$ cat src/logic/rfp_defines.svh
`ifndef RFP_DEFINES_SVH
`define RFP_DEFINES_SVH
// byte addresses of the software registers
`define RFP_ADDR_CTRL 12'h000
`define RFP_ADDR_CURRENT 12'h008
`define RFP_ADDR_GPIO 12'h018
`define RFP_ADDR_SAFETY 12'h020
`define RFP_ADDR_STATUS 12'h024
// control register fields
`define RFP_CTRL_RED_SW 0
`define RFP_CTRL_GREEN_SW 1
`define RFP_CTRL_BLUE_SW 2
`define RFP_CTRL_MODE 3
`define RFP_CTRL_PWM 4
`define RFP_CTRL_GLOBAL 5
`define RFP_CTRL_FLASH 6
`define RFP_CTRL_EXT_LO 8
`define RFP_CTRL_EXT_HI 10
`define RFP_CTRL_W 11
`define RFP_CTRL_RESET 11'h008
// current register fields
`define RFP_CUR_W 6
`define RFP_CUR_RESET 6'h00
`define RFP_CUR_MAX 2'h3
// gpio register fields
`define RFP_GPIO_PIN_FN 4
// safety register fields
`define RFP_SAFE_W 3
// status register fields
`define RFP_STAT_TRIP 0
`define RFP_STAT_ARMED 1
// timing
`define RFP_CLOCK_HZ 50000000
`define RFP_PWM_HZ 20000
`define RFP_SAFETY_S 1
`endif

$ cat src/logic/rfp_pkg.sv
package rfp_pkg;
	typedef enum logic [2:0] {
		RFP_IDLE = 3'b001,
		RFP_ARMED = 3'b010,
		RFP_SPENT = 3'b100
	} rfp_flash_e;
	typedef logic [1:0] rfp_level_t;
endpackage

$ cat src/logic/rgb_flash_pwm_safety_ctrl.sv
// The address map and the APB slave port were decided locally.
`timescale 1ns/1ps
`include "rfp_defines.svh"
// Operation
// - pin feeds led path only when selected
// - output needs global enable and switch bit, except an armed flash on selected outputs
// - external gating only on selected outputs
// - external pwm pin is active high
// - internal pwm off: follow pin directly
// - internal pwm on: pass pwm while pin high
// - unselected enabled outputs stay on
// - flash trigger high forces selected outputs maximum
// - flash outputs off after trigger ends
// - new flash needs flash enable toggle
// - separate safety enable per colour
// - counter runs, current register access clears
// - one second trips selected outputs, sets status
// - flash mode counts only while trigger high
// - clearing safety bit restores that output
// - after trip only all-clear safety resets
// - mode bit zero means constant current
// - internal pwm runs at twenty kilohertz
// - switch bits enable their own outputs
// - current fields two bits per colour
module rgb_flash_pwm_safety_ctrl #(
	parameter int SAFETY_CYCLES = `RFP_CLOCK_HZ * `RFP_SAFETY_S,
	parameter int PWM_CYCLES = `RFP_CLOCK_HZ / `RFP_PWM_HZ,
	parameter logic [7:0] PWM_DUTY = 8'h80
) (
	input wire logic clock,
	input wire logic rst_n,
	input wire logic psel,
	input wire logic penable,
	input wire logic pwrite,
	input wire logic [11:0] paddr,
	input wire logic [31:0] pwdata,
	output logic [31:0] prdata,
	output logic pready,
	output logic pslverr,
	input wire logic gpio0_in,
	output logic red_sink_output,
	output logic green_sink_output,
	output logic blue_sink_output,
	output logic [1:0] red_level,
	output logic [1:0] green_level,
	output logic [1:0] blue_level,
	output logic output_mode_select
);
	// counters are 32 and 16 bits wide; refuse what they cannot hold
	if (SAFETY_CYCLES < 2 || PWM_CYCLES < 4 || PWM_CYCLES > 65535) begin : g_bad
		$error("rgb_flash_pwm_safety_ctrl: bad parameter");
	end

	localparam logic [31:0] SAFE_LAST = 32'(SAFETY_CYCLES - 1);
	localparam logic [15:0] PWM_LAST = 16'(PWM_CYCLES - 1);
	localparam logic [15:0] PWM_HIGH = 16'((PWM_CYCLES * PWM_DUTY) / 256);

	logic [`RFP_CTRL_W-1:0] ctrl;
	logic [`RFP_CUR_W-1:0] current;
	logic pinFunction;
	logic [`RFP_SAFE_W-1:0] safetyEnable;
	logic safetyTripped;
	logic [31:0] safetyCount;
	logic [15:0] pwmCount;
	logic pwmWave;
	logic pinMeta, pinSync, pinPrev;
	rfp_pkg::rfp_flash_e flashState;
	logic access, wrEn, curTouch;
	logic extPin, trigRise, trigFall, flashActive;
	logic [2:0] swBits, extSel, ledOn;
	logic [31:0] readMux;

	function automatic logic hit(input logic [11:0] a, input logic [11:0] r);
		hit = (a == r);
	endfunction

	assign access = psel && penable;
	assign wrEn = access && pwrite;
	assign curTouch = access && hit(paddr, `RFP_ADDR_CURRENT);
	assign swBits = ctrl[`RFP_CTRL_BLUE_SW:`RFP_CTRL_RED_SW];
	assign extSel = ctrl[`RFP_CTRL_EXT_HI:`RFP_CTRL_EXT_LO];
	// a deselected pin reads low so it cannot trigger or gate
	assign extPin = pinFunction && pinSync;
	assign trigRise = extPin && !pinPrev;
	assign trigFall = !extPin && pinPrev;
	assign flashActive = (flashState == rfp_pkg::RFP_ARMED) && extPin;

	// apb slave: zero wait states, unmapped reads zero with error
	always_ff @(posedge clock) begin
		if (!rst_n) begin
			pready <= 1'b0;
			pslverr <= 1'b0;
			prdata <= 32'h0;
		end else begin
			pready <= psel && !penable;
			pslverr <= 1'b0;
			if (psel && !penable) begin
				prdata <= readMux;
				pslverr <= !(hit(paddr, `RFP_ADDR_CTRL) ||
					hit(paddr, `RFP_ADDR_CURRENT) ||
					hit(paddr, `RFP_ADDR_GPIO) ||
					hit(paddr, `RFP_ADDR_SAFETY) ||
					hit(paddr, `RFP_ADDR_STATUS));
			end
		end
	end

	always_comb begin
		readMux = 32'h0;
		case (paddr)
			`RFP_ADDR_CTRL: readMux[`RFP_CTRL_W-1:0] = ctrl;
			`RFP_ADDR_CURRENT: readMux[`RFP_CUR_W-1:0] = current;
			`RFP_ADDR_GPIO: readMux[`RFP_GPIO_PIN_FN] = pinFunction;
			`RFP_ADDR_SAFETY: readMux[`RFP_SAFE_W-1:0] = safetyEnable;
			`RFP_ADDR_STATUS: begin
				readMux[`RFP_STAT_TRIP] = safetyTripped;
				readMux[`RFP_STAT_ARMED] = (flashState == rfp_pkg::RFP_ARMED);
			end
			default: readMux = 32'h0;
		endcase
	end

	// the write lands on the access edge, pready already high
	always_ff @(posedge clock) begin
		if (!rst_n) begin
			ctrl <= `RFP_CTRL_RESET;
			current <= `RFP_CUR_RESET;
			pinFunction <= 1'b0;
			safetyEnable <= '0;
		end else if (wrEn && pready) begin
			case (paddr)
				`RFP_ADDR_CTRL: ctrl <= pwdata[`RFP_CTRL_W-1:0];
				`RFP_ADDR_CURRENT: current <= pwdata[`RFP_CUR_W-1:0];
				`RFP_ADDR_GPIO: pinFunction <= pwdata[`RFP_GPIO_PIN_FN];
				`RFP_ADDR_SAFETY: safetyEnable <= pwdata[`RFP_SAFE_W-1:0];
				default: ;
			endcase
		end
	end

	// two-stage pin synchroniser
	always_ff @(posedge clock) begin
		if (!rst_n) begin
			pinMeta <= 1'b0;
			pinSync <= 1'b0;
			pinPrev <= 1'b0;
		end else begin
			pinMeta <= gpio0_in;
			pinSync <= pinMeta;
			pinPrev <= extPin;
		end
	end

	// flash arms once the enable is set and the pin is low; one pulse per arming
	always_ff @(posedge clock) begin
		if (!rst_n) begin
			flashState <= rfp_pkg::RFP_IDLE;
		end else if (!ctrl[`RFP_CTRL_FLASH]) begin
			flashState <= rfp_pkg::RFP_IDLE;
		end else begin
			case (flashState)
				rfp_pkg::RFP_IDLE: begin
					if (!extPin)
						flashState <= rfp_pkg::RFP_ARMED;
				end
				rfp_pkg::RFP_ARMED: begin
					if (trigFall)
						flashState <= rfp_pkg::RFP_SPENT;
				end
				rfp_pkg::RFP_SPENT: flashState <= rfp_pkg::RFP_SPENT;
				default: flashState <= rfp_pkg::RFP_IDLE;
			endcase
		end
	end

	// internal pwm, free running
	always_ff @(posedge clock) begin
		if (!rst_n) begin
			pwmCount <= 16'h0;
			pwmWave <= 1'b0;
		end else begin
			pwmCount <= (pwmCount == PWM_LAST) ? 16'h0 : pwmCount + 16'h1;
			pwmWave <= (pwmCount < PWM_HIGH);
		end
	end

	// safety counter; trip holds until every safety bit is cleared
	always_ff @(posedge clock) begin
		if (!rst_n) begin
			safetyCount <= 32'h0;
			safetyTripped <= 1'b0;
		end else if (safetyEnable == '0) begin
			safetyCount <= 32'h0;
			safetyTripped <= 1'b0;
		end else if (!safetyTripped) begin
			if (safetyCount == SAFE_LAST) begin
				safetyTripped <= 1'b1;
			end else if (ctrl[`RFP_CTRL_FLASH]) begin
				if (trigRise)
					safetyCount <= 32'h0;
				else if (extPin)
					safetyCount <= safetyCount + 32'h1;
			end else if (curTouch) begin
				safetyCount <= 32'h0;
			end else begin
				safetyCount <= safetyCount + 32'h1;
			end
		end
	end

	genvar i;
	generate
		for (i = 0; i < 3; i++) begin : g_led
			logic gated, normal, flashed;
			always_comb begin
				if (!extSel[i])
					gated = 1'b1;
				else if (ctrl[`RFP_CTRL_PWM])
					gated = pwmWave && extPin;
				else
					gated = extPin;
				if (ctrl[`RFP_CTRL_FLASH] && extSel[i] &&
					flashState == rfp_pkg::RFP_SPENT)
					gated = 1'b0;
				normal = ctrl[`RFP_CTRL_GLOBAL] && swBits[i] && gated;
				flashed = flashActive && extSel[i];
				ledOn[i] = (normal || flashed) &&
					!(safetyTripped && safetyEnable[i]);
			end
		end
	endgenerate

	always_ff @(posedge clock) begin
		if (!rst_n) begin
			red_sink_output <= 1'b0;
			green_sink_output <= 1'b0;
			blue_sink_output <= 1'b0;
			red_level <= 2'h0;
			green_level <= 2'h0;
			blue_level <= 2'h0;
			output_mode_select <= 1'b1;
		end else begin
			red_sink_output <= ledOn[0];
			green_sink_output <= ledOn[1];
			blue_sink_output <= ledOn[2];
			red_level <= (flashActive && extSel[0]) ? `RFP_CUR_MAX : current[5:4];
			green_level <= (flashActive && extSel[1]) ? `RFP_CUR_MAX : current[3:2];
			blue_level <= (flashActive && extSel[2]) ? `RFP_CUR_MAX : current[1:0];
			output_mode_select <= ctrl[`RFP_CTRL_MODE];
		end
	end
endmodule

$ cat config.mk
export PLATFORM = sky130hd
export DESIGN_NAME = rgb_flash_pwm_safety_ctrl
export DESIGN_NICKNAME = d
export VERILOG_FILES = /design/src/logic/rfp_pkg.sv /design/src/logic/rgb_flash_pwm_safety_ctrl.sv
export VERILOG_INCLUDE_DIRS = /design/src /design/src/logic
export SDC_FILE = /design/constraint.sdc
export NUM_CORES = 1
export LEC_CHECK = 0
export BUFFER_PORTS_ARGS = -buffer_cell sky130_fd_sc_hd__buf_2
export CAP_MARGIN = 30
export CORE_MARGIN = 2
export CORE_UTILIZATION = 39
export DETAILED_ROUTE_END_ITERATION = 10
export GPL_TIMING_DRIVEN = 0
export HOLD_SLACK_MARGIN = 0.12
export PLACE_DENSITY_LB_ADDON = 0.05
export REMOVE_ABC_BUFFERS = 1
export SLEW_MARGIN = 20
export SYNTH_ARGS = -nofsm -noshare
export SYNTH_HDL_FRONTEND = slang
export SYNTH_SLANG_ARGS = --single-unit
$ cat constraint.sdc
create_clock -name clock -period 3.22 [get_ports clock]
set_input_delay 0.161 -clock clock [delete_from_list [all_inputs] [get_ports clock]]
set_output_delay 0.161 -clock clock [all_outputs]
set_load 0.05 [all_outputs]
==> results of run 1 <==
## metrics by stage
step	TNS [ns]	hold WS, ns	std cells	total power, W	setup WS [ns]
after floorplan	0	0.233	534	0.00138	0.491
after global placement	-8.85	0.373	732	0.00142	-0.740
after detailed placement	0	0.375	734	0.00142	0.369
after CTS	0	0.202	763	0.00253	0.368
after global routing	0	0.233	765	0.00258	0.150
final	0	0.227	765	0.00249	0.324
## cells in the mapped netlist, types with 7 or more instances
master    count  area [um2]
dfxtp_1     100        2000
nand4_1      13        81.3
nand2b_1      8        50.1
a211oi_1      8        60.1
o21ai_0      11        55.1
nor2_1       68         255
or4_1         8        60.1
and2_1       10        62.6
o31ai_1       8        60.1
nand3_1      24         120
and4_1        7        61.3
nand2_1      55         206
or3_1        11        68.8
a31oi_1      10        62.6
clkbuf_1     19        71.3
and3_1       17         106
a21oi_1      30         150
mux2i_1      14         140
xor2_1       17         149
buf_4        21         158
nor3_1       13        65.1
## critical path, stage by stage
cell and delay [ns]:
buf_2 0.09, or4_1 0.71, nor4_2 0.63, nor2b_1 0.80, nand2_1 0.14, nand3_1 0.12
dlygate4sd3_1 0.54
## final timing paths
| path | from | end | slack (ns) |
|---|---|---|---|
| worst max-delay path | paddr[9] | ctrl[3]$_SDFFE_PN1P_ | 0.32 |
| worst min-delay path | paddr[2] | prdata[2]$_SDFFE_PN0P_ | 0.23 |
| worst max register to register | ctrl[6]$_SDFFE_PN0P_ | safetyCount[18]$_SDFFE_PP0P_ | 0.58 |
| worst min register to register | pinMeta$_SDFF_PN0_ | pinSync$_SDFF_PN0_ | 0.45 |
## power breakdown
part / switching (W) / internal [W]
combinational: 0.000112 / 0.0000385
sequential: 0.00000634 / 0.00124
clock: 0.000486 / 0.000603
total: 0.000604 / 0.00189
## sequential cells by signal, indices dropped and copies added, names as in the netlist
register / cells
blue_level: 2
red_sink_output: 1
pready: 1
green_level: 2
pinFunction: 1
pinMeta: 1
pwmCount: 16
safetyTripped: 1
pwmWave: 1
ctrl: 11
pinSync: 1
pslverr: 1
pinPrev: 1
safetyCount: 32
red_level: 2
prdata: 11
current: 6
green_sink_output: 1
blue_sink_output: 1
safetyEnable: 3
output_mode_select: 1
flashState: 3
## layer usage
| layer | track usage | wire length [um] | vias up |
|---|---|---|---|
| li1 | - | - | 2104 |
| met1 | 0.270 | 5900 | 1995 |
| met2 | 0.289 | 5320 | 107 |
| met3 | 0.0424 | 589 | 13 |
| met4 | 0.0602 | 185 | 0 |
| met5 | 0 | 0 | - |
## cell type report
class / instances / area (um2) / area share
multi-input cells: 428 / 2550 / 0.466
flip-flops and latches: 100 / 2000 / 0.366
repair buffers: 69 / 428 / 0.0781
clock buffers: 10 / 229 / 0.0418
well taps: 147 / 184 / 0.0336
clock inverters: 5 / 60.1 / 0.0110
inverters: 6 / 23.8 / 0.00434
## logic make-up (layout without fill, tap and decap cells)
kind of cell / after synthesis / in the layout / synth area share
muxes: 14 / 14 / 0.0294
xor gates and xnor gates: 23 / 23 / 0.0422
buffers and inverters: 54 / 90 / 0.0634
and+or+nand+nor: 269 / 269 / 0.302
adders and majority gates: 2 / 2 / 0.00524
DFF: 100 / 100 / 0.419
other: 1 / 21 / 0.000786
AOI/OAI and AO/OA: 99 / 99 / 0.137
==> flow_summary.toml, run 1 <==
[detailed_routing]
firstDrtPassIters = 4
drc = 0
detail_route.vias_per_cell = 5.52
vias = 4219
routedWlPerCell_um = 15.7
drtIter0Drc = 235
drt_wl_total_um = 12000
postRouteAntennaNets = 0

[sta]
slew_headroom = 0.393
finalHoldViolCount = 0
fmax_ghz = 0.345
worst_slew_pin_slew_ns = 0.908
rsz0062_at_grt = "false"
fin_worst_skew_ns = 0.00842
fin_crit_ns = 2.90
setup_viol = 0
drv_slew = 0
min_period_over_period = 0.899

[clocking]
cts_buffers = 9
cts.sinks = 100
clk_latency_ns = 0.35
clk_pin_slew_ns = 0.07
root_buffer = "clkbuf_16"
cts_tree = "done"
cts_resized = 0
h-tree-depth = 3
clk_path_buf_depth = 2
ctsHoldBuffers = 14
postCtsSetupBuffers = 0

[finish]
syn_to_final_growth_pct = 14.7
diodes = 0
fin_area_mm2 = 0.00548
fillers = 1197
utilization = 0.458
drive_gt1_frac = 0.134
final_common_cell = "dfxtp_1"
fin_nets = 666
final_cell_mix = "dfxtp_1, nor2_1, nand2_1"

[outcome]
status = "finished clean"

[pwr]
p_per_area_mw_per_mm2 = 455
ir_drop_mv = 0.310
leakage_nw = 2.00

[logic_synthesis]
ys_warn_count = 0
synth-edff-count = 0
synth_ff_type = "dfxtp_1"
yosysUniqueCellTypes = 59
synthesis.area_mm2 = 0.00477
synth-seq-cells = 100
synthCells = 562
async_flop_share = 0
synth.yosys.seq_area_share = 0.419
syn_avg_cell_area_um2 = 8.49

[die]
die_width_um = 115
num_rows = 40
die_h_um = 115
dieArea_mm2 = 0.0131
pin_count = 94
coreArea_mm2 = 0.0120
initial_core_util = 0.399

[hold_path]
hold_path_class = "primary input to flip-flop"
min_delay_path_depth = 3

[critical_path]
path_max_fanout = 11
start_kind = "primary input"
arrival_ns = 3.19
reg2reg_depth = 5
worst_setup_path_end_kind = "flip-flop"
required_ns = 3.52
path_class = "primary input to flip-flop"

[placement]
portBuffers = 51
place_area_mm2 = 0.00503
gp_congestion = 0.838
post-dp-hpwl_um = 8390

[global_route]
grt_overflow_total = 0
grt_use_total = 0.191
antenna_found_initial = 0
grt_max_degree = 44
first_global_vias = 3886
grt_pass1_wl_um = 19800

[run]
cap_viol_max_count = 0
Note: power is estimated with default switching activity, not from simulation.
==> inputs of run 2 (changes only) <==
--- a/config.mk
+++ b/config.mk
@@ -14,5 +14,4 @@
 export GPL_TIMING_DRIVEN = 0
 export HOLD_SLACK_MARGIN = 0.12
-export PLACE_DENSITY_LB_ADDON = 0.05
 export REMOVE_ABC_BUFFERS = 1
 export SLEW_MARGIN = 20
==> constraint.sdc (replaced) <==
create_clock -name clock -period 2.36 [get_ports clock]
set_input_delay 0.472 -clock clock [delete_from_list [all_inputs] [get_ports clock]]
set_output_delay 0.472 -clock clock [all_outputs]
set_load 0.05 [all_outputs]
==> flow_summary.toml, run 2 (synthesis gave the netlist of run 1 again) <==
[clocking]
clk_path_buf_depth = 2
cts_buffers = 9
clk_latency_ns = 0.36
h-tree-depth = 3
cts_tree = "done"
cts.sinks = 100
clk_pin_slew_ns = 0.07
ctsHoldBuffers = 0
root_buffer = "clkbuf_16"

[detailed_routing]
drtIter0Drc = 406
vias = 4225
drt_wl_total_um = 11800
postRouteAntennaNets = 0
detail_route.vias_per_cell = 5.59
firstDrtPassIters = 6
drc = 0
routedWlPerCell_um = 15.6

[finish]
final_common_cell = "dfxtp_1"
largest_reg_flops = 32
utilization = 0.455
drive_gt1_frac = 0.153
fin_nets = 656
final_cell_mix = "dfxtp_1, nor2_1, nand2_1"
fin_area_mm2 = 0.00544
fillers = 1173
syn_to_final_growth_pct = 13.9
largest_register = "safetyCount"
diodes = 0
reg_top3 = "safetyCount: 32 flops, pwmCount: 16 flops"

[pwr]
p_int_w = 0.00258
pwr-share-seq = 0.495
combPwrFrac = 0.057
p_switching_w = 0.000866
ir_drop_mv = 0.368
power_frac_clock = 0.449
leakage_nw = 1.99
swShare = 0.251
p_per_area_mw_per_mm2 = 634

[hold_path]
hold_path_class = "primary input to flip-flop"

[global_route]
first_global_vias = 3868
grt_max_degree = 26
grt_use_total = 0.186
grt_overflow_total = 0
grt_pass1_wl_um = 19100
antenna_found_initial = 0

[critical_path]
worst_setup_path_end_kind = "flip-flop"
cp_top_family = "simple AND/OR/NAND/NOR gates"
path_class = "primary input to flip-flop"
required_ns = 2.60
slowest_delay_ns = 0.73
arrival_ns = 2.51
path_max_fanout = 7
cp_cell_sequence = "buf_2 > or4_1 > nor4_4 > nor2b_4 > mux2i_1 > nor2_1"
path_buf_inv = 1
start_kind = "primary input"
slowest_stage = "or4_1"

[sta]
slew_headroom = 0.442
finalHoldViolCount = 0
fin_worst_skew_ns = 0.00919
drv_slew = 0
rsz0062_at_grt = "true"
fmax_ghz = 0.441
fin_crit_ns = 2.27
worst_slew_pin_slew_ns = 0.829
setup_viol = 0
min_period_over_period = 0.961

[die]
die_h_um = 115
die_width_um = 115
dieArea_mm2 = 0.0131
pin_count = 94
coreArea_mm2 = 0.0120
num_rows = 40
initial_core_util = 0.399

[outcome]
status = "finished clean"

[placement]
gp_congestion = 0.924
post-dp-hpwl_um = 8380
portBuffers = 51
place_area_mm2 = 0.00504

[run]
cap_viol_max_count = 0
-- run 2: cell count changes in the layout (fill, tap and decap cells not counted), moves of 2 or more --
| cell | change |
|---|---|
| nor4_4 | +2 |
| dlygate4sd3_1 | -14 |
| buf_4 | +4 |
| nor2b_1 | -2 |
| nor2b_4 | +2 |
| nor4_2 | -2 |
-- run 2: path summary, 6_finish.rpt --
path,from,end,slack [ns],depth (start not counted)
worst max-delay path,paddr[1],current[5]$_SDFFE_PN0P_,0.09,6
worst min-delay path,pwdata[7],ctrl[7]$_SDFFE_PN0P_,0.34,3
worst max register to register,safetyCount[3]$_SDFFE_PP0P_,safetyCount[21]$_SDFFE_PP0P_,0.11,5
worst min register to register,pinMeta$_SDFF_PN0_,pinSync$_SDFF_PN0_,0.43,1
-- run 2: layout make-up --
type                    count  area, um2  area share
well taps                 147        184      0.0338
repair buffers             58        313      0.0575
multi-input cells         429       2610       0.480
clock inverters             6       76.3      0.0140
inverters                   6       23.8     0.00437
clock buffers              10        229      0.0421
flip-flops and latches    100       2000       0.368
-- run 2: what timing repair did --
action | CTS | global route
pin swaps | 2 | 2
setup buffers | 2 | 2
gates cloned | 0 | 1
setup endpoints to repair | 43 | 46
gates resized for setup | 8 | 5
-- run 2: tightest hold or removal path, cell delays in order --
cell and delay [ns]:
buf_2 0.10, nand2_1 0.05, a21oi_1 0.05
-- run 2: power by group through the flow --
stage / Sequential [W] / Combinational [W] / Clock, W
finish: 0.00171 / 0.000196 / 0.00155
global route: 0.00171 / 0.000210 / 0.00165
CTS: 0.00171 / 0.000195 / 0.00159
detailed placement: 0.00175 / 0.000192 / 0
global placement: 0.00175 / 0.000186 / 0
floorplan: 0.00176 / 0.000115 / 0
-- run 2: through the flow --
stage / setup slack [ns] / hold slack (ns) / TNS, ns / power, W / cells
5_1_grt: -0.101 / 0.344 / -0.284 / 0.00357 / 756
4_1_cts: 0.0230 / 0.334 / 0 / 0.00349 / 753
2_1_floorplan: -0.680 / 0.412 / -12.39 / 0.00188 / 534
3_5_place_dp: -0.749 / 0.427 / -27.12 / 0.00194 / 735
3_3_place_gp: -1.71 / 0.422 / -54.52 / 0.00193 / 732
6_report: 0.0932 / 0.342 / 0 / 0.00345 / 756
-- run 2: metal layers --
layer	share of wire	track usage	vias up
li1	-	-	2068
met1	0.48	0.255	2038
met2	0.45	0.285	105
met3	0.058	0.0524	14
met4	0.012	0.0520	0
met5	0	0	-
==> inputs of run 3 (changes only) <==
Settings changed: CORE_UTILIZATION 39 to 50, PLACE_DENSITY set to 0.73.
Clock period 2.36 ns to 2.65 ns, I/O delays scaled along.
==> flow_summary.toml, run 3 (synthesis gave the netlist of run 1 again) <==
[finish]
largest_reg_flops = 32
fin_nets = 652
final_common_cell = "dfxtp_1"
diodes = 0
drive_gt1_frac = 0.145
final_cell_mix = "dfxtp_1, nor2_1, nand2_1"
largest_register = "safetyCount"
reg_top3 = "safetyCount: 32 flops, pwmCount: 16 flops"
syn_to_final_growth_pct = 10.5

[critical_path]
path_max_fanout = 11
start_kind = "primary input"
slowest_delay_ns = 0.72
path_buf_inv = 1
worst_setup_path_end_kind = "flip-flop"
arrival_ns = 2.81
required_ns = 2.96
path_class = "primary input to flip-flop"
cp_top_family = "simple AND/OR/NAND/NOR gates"
cp_cell_sequence = "buf_2 > or4_1 > nor4_2 > nor2b_2 > nand2_1 > a21oi_1"
slowest_stage = "or4_1"

[detailed_routing]
drt_wl_total_um = 11100
wl_met1_um = 5110
detail_route.vias_per_cell = 5.77
routedWlPerCell_um = 15.1
top_layer_used = "met4"
met3WireLength_um = 820
postRouteAntennaNets = 0
firstDrtPassIters = 5
drc = 0
dr_wl_met2_um = 4940
vias = 4234
drtIter0Drc = 251

[sta]
finalHoldViolCount = 0
fin_worst_skew_ns = 0.0114
whs_ns = 0.368
min_period_over_period = 0.945
drv_slew = 0
rsz0062_at_grt = "true"
worst_slew_pin_slew_ns = 0.922
layout_setup_ws_ns = 0.146
fin_crit_ns = 2.50
fmax_ghz = 0.399
slew_headroom = 0.379
setup_viol = 0

[die]
coreArea_mm2 = 0.00924
initial_core_util = 0.517
dieArea_mm2 = 0.0103
die_h_um = 102
num_rows = 35
die_width_um = 102
pin_count = 94

[global_route]
grt_use_total = 0.217
grt_overflow_total = 0
grt_pass1_wl_um = 17800
first_global_vias = 3790
antenna_found_initial = 0
grt_max_degree = 26

[clocking]
clk_latency_ns = 0.38
clk_path_buf_depth = 2
cts_tree = "done"
h-tree-depth = 3
cts.sinks = 100
clk_pin_slew_ns = 0.11
cts_buffers = 9
root_buffer = "clkbuf_8"

[pwr]
p_per_area_mw_per_mm2 = 518
ir_drop_mv = 0.374
leakage_nw = 1.92

[placement]
gp_congestion = 0.873
portBuffers = 51
dpl_worst_slack_ns = -0.458
post-dp-hpwl_um = 7880

[outcome]
status = "finished clean"

[hold_path]
hold_path_class = "primary input to flip-flop"

[run]
cap_viol_max_count = 0
[run 3: worst paths after layout]
kind | start | end | slack, ns | depth (start not counted)
worst min-delay path | pwdata[10] | ctrl[10]$_SDFFE_PN0P_ | 0.37 | 3
worst max register to register | ctrl[6]$_SDFFE_PN0P_ | safetyCount[15]$_SDFFE_PP0P_ | 0.32 | 6
worst min register to register | pinMeta$_SDFF_PN0_ | pinSync$_SDFF_PN0_ | 0.45 | 1
worst max-delay path | paddr[9] | ctrl[0]$_SDFFE_PN0P_ | 0.15 | 6
[run 3: through the flow]
step | power [W] | utilization | setup TNS [ns] | area (um2) | instances
finish | 0.00273 | 0.571 | 0 | 5270 | 734
global route | 0.00283 | 0.571 | -0.00141 | 5270 | 734
CTS | 0.00275 | 0.566 | 0 | 5230 | 733
detailed placement | 0.00172 | 0.543 | -12.82 | 5020 | 717
global placement | 0.00172 | 0.539 | -38.36 | 4980 | 714
floorplan | 0.00167 | - | -5.37 | 4570 | 534
[run 3: repair_timing]
action / 4_1_cts / 5_1_grt
resized for setup: 2 / 4
setup buffers: 0 / 1
hold buffers: 0 / 0
endpoints found under the setup margin: 9 / 27
pin swaps: 0 / 1
[run 3: final cells by class]
class	count	area, um2
repair buffers	55	303
flip-flops and latches	100	2000
clock buffers	9	124
inverters	6	26.3
well taps	129	161
fillers	839	3970
multi-input cells	428	2570
clock inverters	7	86.3
[run 3: layer usage]
| layer | GRT usage | vias to the layer above |
|---|---|---|
| met4 | 0.0717 | 0 |
| met5 | 0 | - |
| met3 | 0.0566 | 26 |
| li1 | - | 2066 |
| met2 | 0.331 | 158 |
| met1 | 0.297 | 1984 |
[run 3: where the power goes]
| part | total, W | switching (W) | internal, W |
|---|---|---|---|
| combinational | 0.000172 | 0.000136 | 0.0000365 |
| clock | 0.00104 | 0.000583 | 0.000460 |
| sequential | 0.00152 | 0.00000713 | 0.00151 |
[run 3: worst min-delay path, delay by kind of cell]
| family | cells | cell delay (ns) |
|---|---|---|
| AO/OA/AOI/OAI | 1 | 0.05 |
| buffers and inverters | 1 | 0.09 |
| AND/OR/NAND/NOR | 1 | 0.04 |
